===== src/gcot_consts.svh =====
// register offsets, field positions, reset values and counts for the gate count timer
`ifndef GCOT_CONSTS_SVH
`define GCOT_CONSTS_SVH

`define GCOT_ADDR_W 5
`define GCOT_OFS_MODE 5'h00
`define GCOT_OFS_EDGE 5'h04
`define GCOT_OFS_DATA 5'h08
`define GCOT_OFS_COUNT 5'h0c
`define GCOT_OFS_TRIG 5'h10
`define GCOT_OFS_STATUS 5'h14
`define GCOT_OFS_REWRITE 5'h18
`define GCOT_OFS_OUTPUT 5'h1c

`define GCOT_MODE_CKS_HI 15
`define GCOT_MODE_CKS_LO 14
`define GCOT_MODE_CCS 12
`define GCOT_MODE_MAS 11
`define GCOT_MODE_STS_HI 10
`define GCOT_MODE_STS_LO 8
`define GCOT_MODE_COS_HI 7
`define GCOT_MODE_COS_LO 6
`define GCOT_MODE_MD_HI 4
`define GCOT_MODE_MD_LO 1
`define GCOT_MODE_MD0 0
`define GCOT_EDGE_TIS_HI 1
`define GCOT_EDGE_TIS_LO 0
`define GCOT_TRIG_START 0
`define GCOT_TRIG_STOP 1
`define GCOT_STAT_EN 0
`define GCOT_STAT_RUN 1

`define GCOT_MD_GATE 4'hc
`define GCOT_STS_EXT 3'h2
`define GCOT_TIS_LOW 2'h2
`define GCOT_TIS_HIGH 2'h3

`define GCOT_MODE_RESET 16'h0000
`define GCOT_EDGE_RESET 16'h0000
`define GCOT_DATA_RESET 16'hffff
`define GCOT_COUNT_RESET 16'h0000
`define GCOT_FULL_COUNT 16'hffff
`define GCOT_ZERO_COUNT 16'h0000

`endif


===== src/gcot_pkg.sv =====
// types shared by the gate count timer files
package gcot_pkg;

  typedef enum logic [1:0] {
    CH_STOPPED = 2'b00,
    CH_ARMED = 2'b01,
    CH_COUNTING = 2'b10,
    CH_HELD = 2'b11
  } chan_state_t;

  typedef logic [15:0] half_word_t;

endpackage : gcot_pkg


===== src/gate_edge_detect.sv =====
// gate pin synchroniser and edge detector
module gate_edge_detect (
  input wire logic mclk,
  input wire logic rst,
  input wire logic gate_input,
  output logic gate_rise,
  output logic gate_fall
);
  logic sync_a;
  logic sync_b;
  logic gate_prev;

  // two flops before any logic looks at the pin
  always_ff @(posedge mclk or posedge rst) begin
    if (rst) begin
      sync_a <= 1'b0;
      sync_b <= 1'b0;
      gate_prev <= 1'b0;
    end else begin
      sync_a <= gate_input;
      sync_b <= sync_a;
      gate_prev <= sync_b;
    end
  end

  assign gate_rise = sync_b & ~gate_prev;
  assign gate_fall = ~sync_b & gate_prev;

endmodule : gate_edge_detect


===== src/gate_count_overflow_timer.sv =====
// gate count overflow timer channel with avalon-mm register slave
// Overview of operation
// - start trigger sets enable, waits for edge
// - first start edge loads ffff, counts down
// - stop edge holds; next start resumes
// - at zero: interrupt, reload ffff, continue
// - select 10: falling starts, rising stops
// - select 11: rising starts, falling stops
// - clock select picks one of four ticks
// - count source 0: operation clock counts
// - trigger source 010: gate edges start/stop
// - mode field 1100 selects gate count
// - start interrupt bit 0: no start interrupt
// - stop trigger halts counter, clears enable
// - after stop, counter frozen and readable
// - stopped channel ignores gate edges
// - channel output pin not driven by counting
// - trigger bits read back as zero
`include "gcot_consts.svh"

module gate_count_overflow_timer (
  input wire logic mclk,
  input wire logic rst,
  input wire logic [`GCOT_ADDR_W-1:0] address,
  input wire logic read,
  input wire logic write,
  input wire logic [31:0] writedata,
  input wire logic [3:0] byteenable,
  output logic [31:0] readdata,
  output logic waitrequest,
  input wire logic prescaled_clock_a,
  input wire logic prescaled_clock_b,
  input wire logic prescaled_clock_c,
  input wire logic prescaled_clock_d,
  input wire logic gate_input,
  output logic channel_interrupt,
  output logic channel_output_pin
);
  import gcot_pkg::*;

  gcot_pkg::half_word_t channel_mode_config;
  gcot_pkg::half_word_t channel_edge_config;
  gcot_pkg::half_word_t channel_data_reg;
  gcot_pkg::half_word_t channel_counter;
  gcot_pkg::chan_state_t state;
  logic [3:0] simul_rewrite;
  logic channel_enable_status;
  logic direct_output;
  logic gate_rise;
  logic gate_fall;
  logic wr_acc;
  logic trig_start;
  logic trig_stop;
  logic tick;
  logic [1:0] input_edge_select;
  logic [1:0] clock_select;
  logic count_clock_source;
  logic [2:0] start_trigger_source;
  logic [3:0] mode_field;
  logic start_interrupt_ctrl;
  logic mode_ok;
  logic start_ev;
  logic stop_ev;

  // merge a byte-enabled write into a 16-bit register
  function automatic half_word_t merge16(input half_word_t old, input logic [31:0] wd,
                                         input logic [3:0] be);
    half_word_t res;
    res = old;
    if (be[0]) begin
      res[7:0] = wd[7:0];
    end
    if (be[1]) begin
      res[15:8] = wd[15:8];
    end
    return res;
  endfunction : merge16

  function automatic logic hit(input logic [`GCOT_ADDR_W-1:0] a,
                               input logic [`GCOT_ADDR_W-1:0] ofs);
    return a == ofs;
  endfunction : hit

  gate_edge_detect u_edge (
    .mclk(mclk),
    .rst(rst),
    .gate_input(gate_input),
    .gate_rise(gate_rise),
    .gate_fall(gate_fall)
  );

  assign input_edge_select = channel_edge_config[`GCOT_EDGE_TIS_HI:`GCOT_EDGE_TIS_LO];
  assign clock_select = channel_mode_config[`GCOT_MODE_CKS_HI:`GCOT_MODE_CKS_LO];
  assign count_clock_source = channel_mode_config[`GCOT_MODE_CCS];
  assign start_trigger_source = channel_mode_config[`GCOT_MODE_STS_HI:`GCOT_MODE_STS_LO];
  assign mode_field = channel_mode_config[`GCOT_MODE_MD_HI:`GCOT_MODE_MD_LO];
  assign start_interrupt_ctrl = channel_mode_config[`GCOT_MODE_MD0];

  // bus handshake: a request is answered on the second edge it is seen
  assign wr_acc = write & ~waitrequest;
  assign trig_start = wr_acc & hit(address, `GCOT_OFS_TRIG) & byteenable[0]
                      & writedata[`GCOT_TRIG_START];
  assign trig_stop = wr_acc & hit(address, `GCOT_OFS_TRIG) & byteenable[0]
                     & writedata[`GCOT_TRIG_STOP];

  // operation clock choice; other count sources are not part of this function
  always_comb begin
    case (clock_select)
      2'b00: tick = prescaled_clock_a;
      2'b01: tick = prescaled_clock_b;
      2'b10: tick = prescaled_clock_c;
      2'b11: tick = prescaled_clock_d;
      default: tick = 1'b0;
    endcase
  end

  // gate count only runs with the gate mode, external trigger source, source bit clear and edge select 10 or 11
  assign mode_ok = (mode_field == `GCOT_MD_GATE)
                   & (start_trigger_source == `GCOT_STS_EXT)
                   & ~count_clock_source
                   & input_edge_select[1];

  always_comb begin
    start_ev = 1'b0;
    stop_ev = 1'b0;
    if (mode_ok) begin
      if (input_edge_select == `GCOT_TIS_HIGH) begin
        start_ev = gate_rise;
        stop_ev = gate_fall;
      end else begin
        start_ev = gate_fall;
        stop_ev = gate_rise;
      end
    end
  end

  always_ff @(posedge mclk or posedge rst) begin
    if (rst) begin
      waitrequest <= 1'b1;
    end else begin
      waitrequest <= ~((read | write) & waitrequest);
    end
  end

  always_ff @(posedge mclk or posedge rst) begin
    if (rst) begin
      readdata <= 32'h0000_0000;
    end else if (read & waitrequest) begin
      case (address)
        `GCOT_OFS_MODE: readdata <= {16'h0000, channel_mode_config};
        `GCOT_OFS_EDGE: readdata <= {16'h0000, channel_edge_config};
        `GCOT_OFS_DATA: readdata <= {16'h0000, channel_data_reg};
        `GCOT_OFS_COUNT: readdata <= {16'h0000, channel_counter};
        `GCOT_OFS_TRIG: readdata <= 32'h0000_0000;
        `GCOT_OFS_STATUS: readdata <= {30'h0000_0000, state == CH_COUNTING,
                                       channel_enable_status};
        `GCOT_OFS_REWRITE: readdata <= {28'h000_0000, simul_rewrite};
        `GCOT_OFS_OUTPUT: readdata <= {31'h0000_0000, direct_output};
        default: readdata <= 32'h0000_0000;
      endcase
    end
  end

  // configuration registers
  always_ff @(posedge mclk or posedge rst) begin
    if (rst) begin
      channel_mode_config <= `GCOT_MODE_RESET;
      channel_edge_config <= `GCOT_EDGE_RESET;
      channel_data_reg <= `GCOT_DATA_RESET;
      simul_rewrite <= 4'h0;
    end else if (wr_acc) begin
      case (address)
        `GCOT_OFS_MODE: channel_mode_config <= merge16(channel_mode_config, writedata, byteenable);
        `GCOT_OFS_EDGE: channel_edge_config <= merge16(channel_edge_config, writedata, byteenable);
        `GCOT_OFS_DATA: channel_data_reg <= merge16(channel_data_reg, writedata, byteenable);
        `GCOT_OFS_REWRITE: begin
          if (byteenable[0]) begin
            simul_rewrite <= writedata[3:0];
          end
        end
        default: begin
        end
      endcase
    end
  end

  // the pin follows software only: direct output, never the counter
  always_ff @(posedge mclk or posedge rst) begin
    if (rst) begin
      direct_output <= 1'b0;
      channel_output_pin <= 1'b0;
    end else begin
      if (wr_acc & hit(address, `GCOT_OFS_OUTPUT) & byteenable[0]) begin
        direct_output <= writedata[0];
      end
      channel_output_pin <= direct_output;
    end
  end

  // enable status; stop wins when both triggers arrive together
  always_ff @(posedge mclk or posedge rst) begin
    if (rst) begin
      channel_enable_status <= 1'b0;
    end else if (trig_stop) begin
      channel_enable_status <= 1'b0;
    end else if (trig_start) begin
      channel_enable_status <= 1'b1;
    end
  end

  // channel state; a start while already enabled is ignored since a restart is unsupported
  always_ff @(posedge mclk or posedge rst) begin
    if (rst) begin
      state <= CH_STOPPED;
    end else if (trig_stop) begin
      state <= CH_STOPPED;
    end else begin
      case (state)
        CH_STOPPED: begin
          if (trig_start) begin
            state <= CH_ARMED;
          end
        end
        CH_ARMED: begin
          if (start_ev) begin
            state <= CH_COUNTING;
          end
        end
        CH_COUNTING: begin
          if (stop_ev) begin
            state <= CH_HELD;
          end
        end
        CH_HELD: begin
          if (start_ev) begin
            state <= CH_COUNTING;
          end
        end
        default: state <= CH_STOPPED;
      endcase
    end
  end

  // counter; in stopped or held states it keeps its value
  always_ff @(posedge mclk or posedge rst) begin
    if (rst) begin
      channel_counter <= `GCOT_COUNT_RESET;
    end else if (!trig_stop) begin
      if (state == CH_ARMED && start_ev) begin
        channel_counter <= `GCOT_FULL_COUNT;
      end else if (state == CH_COUNTING && tick) begin
        if (channel_counter == `GCOT_ZERO_COUNT) begin
          channel_counter <= `GCOT_FULL_COUNT;
        end else begin
          channel_counter <= channel_counter - 16'h0001;
        end
      end
    end
  end

  // one mclk pulse per underflow, taken on the qualifying tick
  always_ff @(posedge mclk or posedge rst) begin
    if (rst) begin
      channel_interrupt <= 1'b0;
    end else begin
      channel_interrupt <= (~trig_stop & state == CH_COUNTING & tick
                            & channel_counter == `GCOT_ZERO_COUNT)
                           | (~trig_stop & state == CH_ARMED & start_ev
                              & start_interrupt_ctrl);
    end
  end

  a_bus_answer: assert property (@(posedge mclk) disable iff (rst)
    (read | write) & waitrequest |=> ~waitrequest)
    else $error("bus request not answered in one cycle");

  a_trig_zero: assert property (@(posedge mclk) disable iff (rst)
    read & ~waitrequest & address == `GCOT_OFS_TRIG |-> readdata == 32'h0000_0000)
    else $error("trigger register did not read zero");

  a_start_enable: assert property (@(posedge mclk) disable iff (rst)
    trig_start & ~trig_stop & state == CH_STOPPED
    |=> channel_enable_status & state == CH_ARMED & $stable(channel_counter))
    else $error("start trigger did not enable and wait");

  a_first_load: assert property (@(posedge mclk) disable iff (rst)
    state == CH_ARMED & start_ev & ~trig_stop
    |=> channel_counter == 16'hffff & state == CH_COUNTING)
    else $error("first start edge did not load full count");

  a_count_down: assert property (@(posedge mclk) disable iff (rst)
    state == CH_COUNTING & tick & ~trig_stop & channel_counter != 16'h0000
    |=> channel_counter == $past(channel_counter) - 16'h0001)
    else $error("counter did not decrement on tick");

  a_underflow_irq: assert property (@(posedge mclk) disable iff (rst)
    state == CH_COUNTING & tick & ~trig_stop & channel_counter == 16'h0000
    |=> channel_interrupt & channel_counter == 16'hffff ##1 ~channel_interrupt)
    else $error("underflow did not interrupt and reload");

  a_held_value: assert property (@(posedge mclk) disable iff (rst)
    state == CH_HELD & ~start_ev |=> $stable(channel_counter) & ~channel_interrupt)
    else $error("held counter changed");

  a_stop_clears: assert property (@(posedge mclk) disable iff (rst)
    trig_stop |=> ~channel_enable_status & state == CH_STOPPED ##1 $stable(channel_counter))
    else $error("stop trigger did not halt channel");

  a_stopped_ignore: assert property (@(posedge mclk) disable iff (rst)
    state == CH_STOPPED & ~trig_start |=> $stable(channel_counter) & ~channel_interrupt)
    else $error("stopped channel reacted to gate");

  a_pin_static: assert property (@(posedge mclk) disable iff (rst)
    $changed(channel_output_pin) |-> $past(direct_output) != $past(channel_output_pin))
    else $error("output pin moved without direct output write");

  c_underflow: cover property (@(posedge mclk) disable iff (rst)
    channel_interrupt);
  c_resume: cover property (@(posedge mclk) disable iff (rst)
    state == CH_HELD ##1 state == CH_COUNTING);
  c_sw_stop: cover property (@(posedge mclk) disable iff (rst)
    state == CH_COUNTING ##1 state == CH_STOPPED);

endmodule : gate_count_overflow_timer


===== config.mk =====
export PLATFORM = sky130hd
export DESIGN_NAME = gate_count_overflow_timer
export DESIGN_NICKNAME = d
export VERILOG_FILES = /design/src/gcot_pkg.sv /design/src/gate_edge_detect.sv /design/src/gate_count_overflow_timer.sv
export VERILOG_INCLUDE_DIRS = /design/src
export SDC_FILE = /design/constraint.sdc
export NUM_CORES = 1
export LEC_CHECK = 0
export BUFFER_PORTS_ARGS = -buffer_cell sky130_fd_sc_hd__buf_4
export CELL_PAD_IN_SITES_DETAIL_PLACEMENT = 1
export CELL_PAD_IN_SITES_GLOBAL_PLACEMENT = 2
export CORE_ASPECT_RATIO = 0.8
export CORE_MARGIN = 4
export CORE_UTILIZATION = 30
export DETAILED_ROUTE_END_ITERATION = 12
export PLACE_DENSITY_LB_ADDON = 0.1
export SKIP_LAST_GASP = 1
export SLEW_MARGIN = 20
export SYNTH_ARGS = -nofsm -noshare
export SYNTH_HDL_FRONTEND = slang
export SYNTH_SLANG_ARGS = --single-unit

===== constraint.sdc =====
create_clock -name mclk -period 3.58 [get_ports mclk]
set_input_delay 0.179 -clock mclk [delete_from_list [all_inputs] [get_ports mclk]]
set_output_delay 0.179 -clock mclk [all_outputs]
set_load 0.01 [all_outputs]

Word-level counts from Yosys, hierarchy flattened
Index checks and enable logic that the tools add are counted.
- logic and storage cells: 100
- input port bits: 50
- register bits: 110
- bitwise gates (word level): 28
- equality and inequality tests: 19
- reduce and logical (&&, ||, !) cells: 18
- add/sub/neg operators: 1
- muxes and demuxes: 16
- operator list (operator ; count):
    one-hot mux 16 bit (7 select lines) ; 1
    two-way mux 16 bit ; 3
    AND reduction 3 bit ; 8
    bitwise AND 1 bit ; 20
    == test 5 bit, second input constant ; 4
    logical NOT 16 bit ; 1
    subtractor 16 x 1 -> 16 bit, second input constant ; 1
    == test 2 bit, second input constant ; 5
    == test 5 x 4 -> 1 bit, second input constant ; 2
    two-way mux 2 bit ; 4
    two-way mux 1 bit ; 6
    != test 3 bit, second input constant ; 2
    inverter 1 bit ; 6
    one-hot mux 2 bit (3 select lines) ; 1
    == test 5 x 3 -> 1 bit, second input constant ; 1
    logical NOT 5 bit ; 1
    == test 2 x 1 -> 1 bit, second input constant ; 2
    == test 4 bit, second input constant ; 1
    logical NOT 2 bit ; 2
    one-hot mux 1 bit (4 select lines) ; 1
    nonzero test 2 bit ; 2
    == test 3 x 2 -> 1 bit, second input constant ; 1
    != test 3 x 1 -> 1 bit, second input constant ; 1
    logical AND 1 bit ; 2
    3 further kinds ; 4

Depth between registers and ports, before layout
- depth in word-level cells: 10
- depth in mapped cells: 9
- gate-level depth less buffers: 7

By module
From an unflattened synthesis, not the netlist that was laid out.
- cell total of the unflattened synthesis: 381
- area total of the unflattened synthesis: 4543.1 sq um
- by module, submodules not included (module ; area an instance (sq um) ; cells an instance ; instances ; seq. area each (sq um)):
    gate_count_overflow_timer ; 4449.3 ; 375 ; 1 ; 2298.5
    gate_edge_detect ; 93.8 ; 6 ; 1 ; 75.1

Worst setup path before layout
OpenSTA, ideal clock, no wires.
- path type: flip-flop to flip-flop
- start: register waitrequest
- end: register readdata[0]
- period minus slack after synthesis: 1.827 ns
- arrival: 1.762 ns
- data required time: 3.515 ns
- cell stages (with the launch flop): 5
- buffers on the path: 1
- path slack: 1.753 ns
- cell sequence: dfstp_2 > nand2_1 > nor4_1 > buf_2 > a22o_1
- longest elaborated chain between the ends: 1
- RTL lines (item ; line ; source):
    from (decl) ; gate_count_overflow_timer.sv:30 ; output logic waitrequest,
    from (signal assigned) ; gate_count_overflow_timer.sv:141 ; waitrequest <= ~((read | write) & waitrequest);
    bitwise AND 1 bit ; gate_count_overflow_timer.sv:148 ; end else if (read & waitrequest) begin
    to (signal assigned) ; gate_count_overflow_timer.sv:150 ; `GCOT_OFS_MODE: readdata <= {16'h0000, channel_mode_config};
    to (signal assigned) ; gate_count_overflow_timer.sv:151 ; `GCOT_OFS_EDGE: readdata <= {16'h0000, channel_edge_config};
    to (signal assigned) ; gate_count_overflow_timer.sv:152 ; `GCOT_OFS_DATA: readdata <= {16'h0000, channel_data_reg};
    to (decl) ; gate_count_overflow_timer.sv:29 ; output logic [31:0] readdata,
Every way passes these cells.
A chain may end at the register's enable or synchronous reset.

Final worst setup path
- start: register channel_mode_config[10]
- end: register channel_counter[15]
- longest elaborated chain between the ends: 8
- elaborated cells on any way between the ends: 9
- classes of those cells: 1 x eq/ne; 2 x mux; 3 x bitwise; 3 x reduce/logical
- RTL lines (item ; line ; source):
    from (decl) ; gate_count_overflow_timer.sv:41 ; gcot_pkg::half_word_t channel_mode_config;
    from (signal assigned) ; gate_count_overflow_timer.sv:167 ; channel_mode_config <= `GCOT_MODE_RESET;
    from (signal assigned) ; gate_count_overflow_timer.sv:173 ; `GCOT_OFS_MODE: channel_mode_config <= merge16(channel_mode_config, writedata, byteenable);
    == test 3 x 2 -> 1 bit (no line) * ; n/a ;
    bitwise AND 1 bit * (3 in a row) ; gate_count_overflow_timer.sv:118 ; assign mode_ok = (mode_field == `GCOT_MD_GATE)
    two-way mux 1 bit * ; gate_count_overflow_timer.sv:126 ; if (mode_ok) begin
    logical AND 1 bit * ; gate_count_overflow_timer.sv:249 ; if (state == CH_ARMED && start_ev) begin
    nonzero test 2 bit (no line) ; n/a ;
    AND reduction 2 bit (no line) ; n/a ;
    to (signal assigned) ; gate_count_overflow_timer.sv:247 ; channel_counter <= `GCOT_COUNT_RESET;
    to (signal assigned) ; gate_count_overflow_timer.sv:250 ; channel_counter <= `GCOT_FULL_COUNT;
    to (signal assigned) ; gate_count_overflow_timer.sv:253 ; channel_counter <= `GCOT_FULL_COUNT;
    to (decl) ; gate_count_overflow_timer.sv:44 ; gcot_pkg::half_word_t channel_counter;
Mark *: on every way between the ends. The rest lies on a longest branch, timed or not.

==> flow_summary.yaml <==
critical_path:
  critPathBufInv: 0
  slowest_stage: "nand2_1"
  path_max_fanout: 12
  crit_path_max_incr_delay_ns: 0.54
  startpoint_type: "flip-flop"
  required_ns: 3.86
  critPathTopFamily: "simple AND/OR/NAND/NOR gates"
  worstSetupPathType: "reg2reg"
  crit_path_end_kind: "flip-flop"
  crit_chain: "nor4bb_1, and4_1, nand4_1, nand2_1, o221a_2"
  arrival_ns: 2.61
synthesis:
  async_flop_share_pct: 100
  synthXorXnorAreaFrac_pct: 0.190
  synth_compound_area_share_pct: 13.2
  synthMuxAreaShare_pct: 14.4
  synth.avg_cell_area_um2: 11.8
  synthesis.area_um2: 4620
  synth_edf_count: 0
  syn_inst: 390
  yosys_register_bits: 94
  yosys.area_share.simple_pct: 15.0
  yosysSeqAreaShare_pct: 51.4
  synth_top_family_by_area: "simple AND/OR/NAND/NOR gates"
  synth_fa_ha_area_share_pct: 0.542
  yosys_warnings: 0
  synth_cell_types: 59
  synth_top_flop_cell: "dfrtp_1"
drt:
  met1_length_mm: 6.69
  avgRoutedWirePerCell_um: 19.8
  drt_wl_total_mm: 13.0
  met2WireLength_mm: 5.83
  drtIter0Drc: 173
  dr.pass1.iters: 5
  antenna_left: 0
  via_per_inst: 5.08
  top_layer: "met4"
  drc_errors: 0
  vias: 3341
  wl_met3_um: 428
die:
  pin_count: 85
  coreArea_um2: 15100
  initial_core_util_pct: 30.7
  die_w_um: 147
  die_area_um2: 17500
  dieHeight_um: 119
  row_count: 40
timing:
  period_share_pct: 65.0
  hold-worst-slack_ns: 0.0772
  max_freq_ghz: 0.429
  grt_setup_unrepaired: "false"
  hold_violations: 0
  worst_slack_ns: 1.25
  finalSetupTns_ns: 0
  drv_slew: 0
  setup_viol: 0
  period_needed_ns: 2.33
  skew_ns: 0.00904
  tightest_slew_ns: 0.851
  maxSlewHeadroom_pct: 43.2
clock_tree:
  clkLatencyLatePin_ns: 0.35
  cts.sinks: 94
  htreeDepth: 3
  cts_root_buf: "clkbuf_16"
  tritoncts: "built"
  clk_pin_slew_worst_paths_ns: 0.07
  numCtsBuffers: 9
  clockBufferDepth: 2
layout:
  final_cell_mix: "77 x dfrtp_1, 54 x buf_4, 52 x mux2_2"
  seqCellArea_um2: 2370
  multi_input_area_um2: 2060
  layout.nets: 495
  mostFrequentLayoutCell: "dfrtp_1"
  drive_above_1_share_pct: 36.4
  syn_to_final_growth_pct: 19.1
  antenna_cells: 0
  nFillCells: 1634
power:
  cellLeakagePower_uw: 0.00246
  p_per_area_nw_per_um2: 507
  ir_drop_v: 0.000251
grt:
  grt_usage_pct: 15.5
  grt_overflow: 0
  grt_start_max_net_pins: 43
  grt_pass1_vias: 3557
  antenna_found_initial: 0
  grt_pass1_wl_mm: 20.9
status:
  run_status: "finished clean"
placement:
  io_buffer_count: 50
  post-dp-hpwl_mm: 9.29
  dp_slack_ns: 1.15
  place.gp.congestion: 0.702
hold_path:
  hold_path.class: "in2reg"
flow_run:
  drv_cap: 0
==> per-layer routing <==
layer,vias to the layer above,track usage [%]
met1,1743,22.7
met2,53,23.3
met5,-,0
met4,0,2.29
met3,5,4.11
li1,1540,-
==> final timing paths <==
check                                                      to  slack [ns]                           startpoint  depth (start not counted)
setup / recovery              channel_counter[15]$_DFFE_PP0P_        1.25  channel_mode_config[10]$_DFFE_PP0P_                          5
hold / removal             channel_edge_config[5]$_DFFE_PP0P_        0.08                         writedata[5]                          2
setup reg to reg              channel_counter[15]$_DFFE_PP0P_        1.25  channel_mode_config[10]$_DFFE_PP0P_                          5
hold reg to reg                       u_edge.sync_b$_DFF_PP0_        0.35              u_edge.sync_a$_DFF_PP0_                          0
max in group asynchronous     channel_data_reg[8]$_DFFE_PP1P_        2.27                                  rst                          4
min in group asynchronous  channel_edge_config[3]$_DFFE_PP0P_        0.46                                  rst                          3
==> power breakdown <==
part           leakage, uW  switching [uW]  internal (uW)  total, uW
logic              0.00115             197            199        396
registers          0.00115             171           1200       1370
clock network     0.000157             437            587       1020
==> metrics by stage <==
stage | area [um^2] | util (%) | power (uW) | cells
final | 5500 | 36.5 | 2790 | 658
after global routing | 5500 | 36.5 | 2950 | 658
after CTS | 5500 | 36.5 | 2840 | 658
after detailed placement | 5150 | 34.2 | 1790 | 638
after global placement | 5150 | 34.2 | 1770 | 638
after floorplan | 4680 | - | 1640 | 405
==> final cells by class <==
class | count | share of cell area [%]
flip-flops and latches | 94 | 43.1
well taps | 210 | 4.77
multi-input cells | 269 | 37.5
clock buffers | 11 | 4.59
inverters | 11 | 0.796
clock inverters | 5 | 1.11
repair buffers | 58 | 8.09
==> logic make-up (layout without fill, tap and decap cells) <==
family          count (synthesis)  after routing
other cells                     1             16
compound gates                 71             71
fa+ha+maj                       2              2
xor+xnor                        1              1
mux                            60             60
buf+inv                        42             85
simple gates                  119            119
flops                          94             94
==> what timing repair did <==
| item | 4_1_cts | 5_1_grt |
|---|---|---|
| gates resized for setup | 0 | 0 |
| buffers inserted | 0 | 0 |
| hold buffers | 4 | 0 |
| endpoints found under the hold margin | 37 | 0 |
==> synth_stat cells (all sizes together), types with 3 or more instances <==
master	instances	area [um^2]
a21oi	7	35.0
a222oi	12	120
a22o	16	140
a31oi	3	18.8
and3	3	18.8
buf	28	191
clkbuf	3	11.3
dfrtp	77	1930
dfstp	17	447
inv	11	41.3
mux2	52	586
mux2i	8	80.1
nand2	43	161
nand3	7	40.0
nand4	3	18.8
nor2	16	70.1
nor3	12	105
nor3b	4	30.0
nor4	6	58.8
o21ai	5	25.0
o221a	8	90.1
o2bb2ai	4	35.0
or3	8	50.1
or3b	3	26.3
Note: power is estimated with default switching activity, not from simulation.
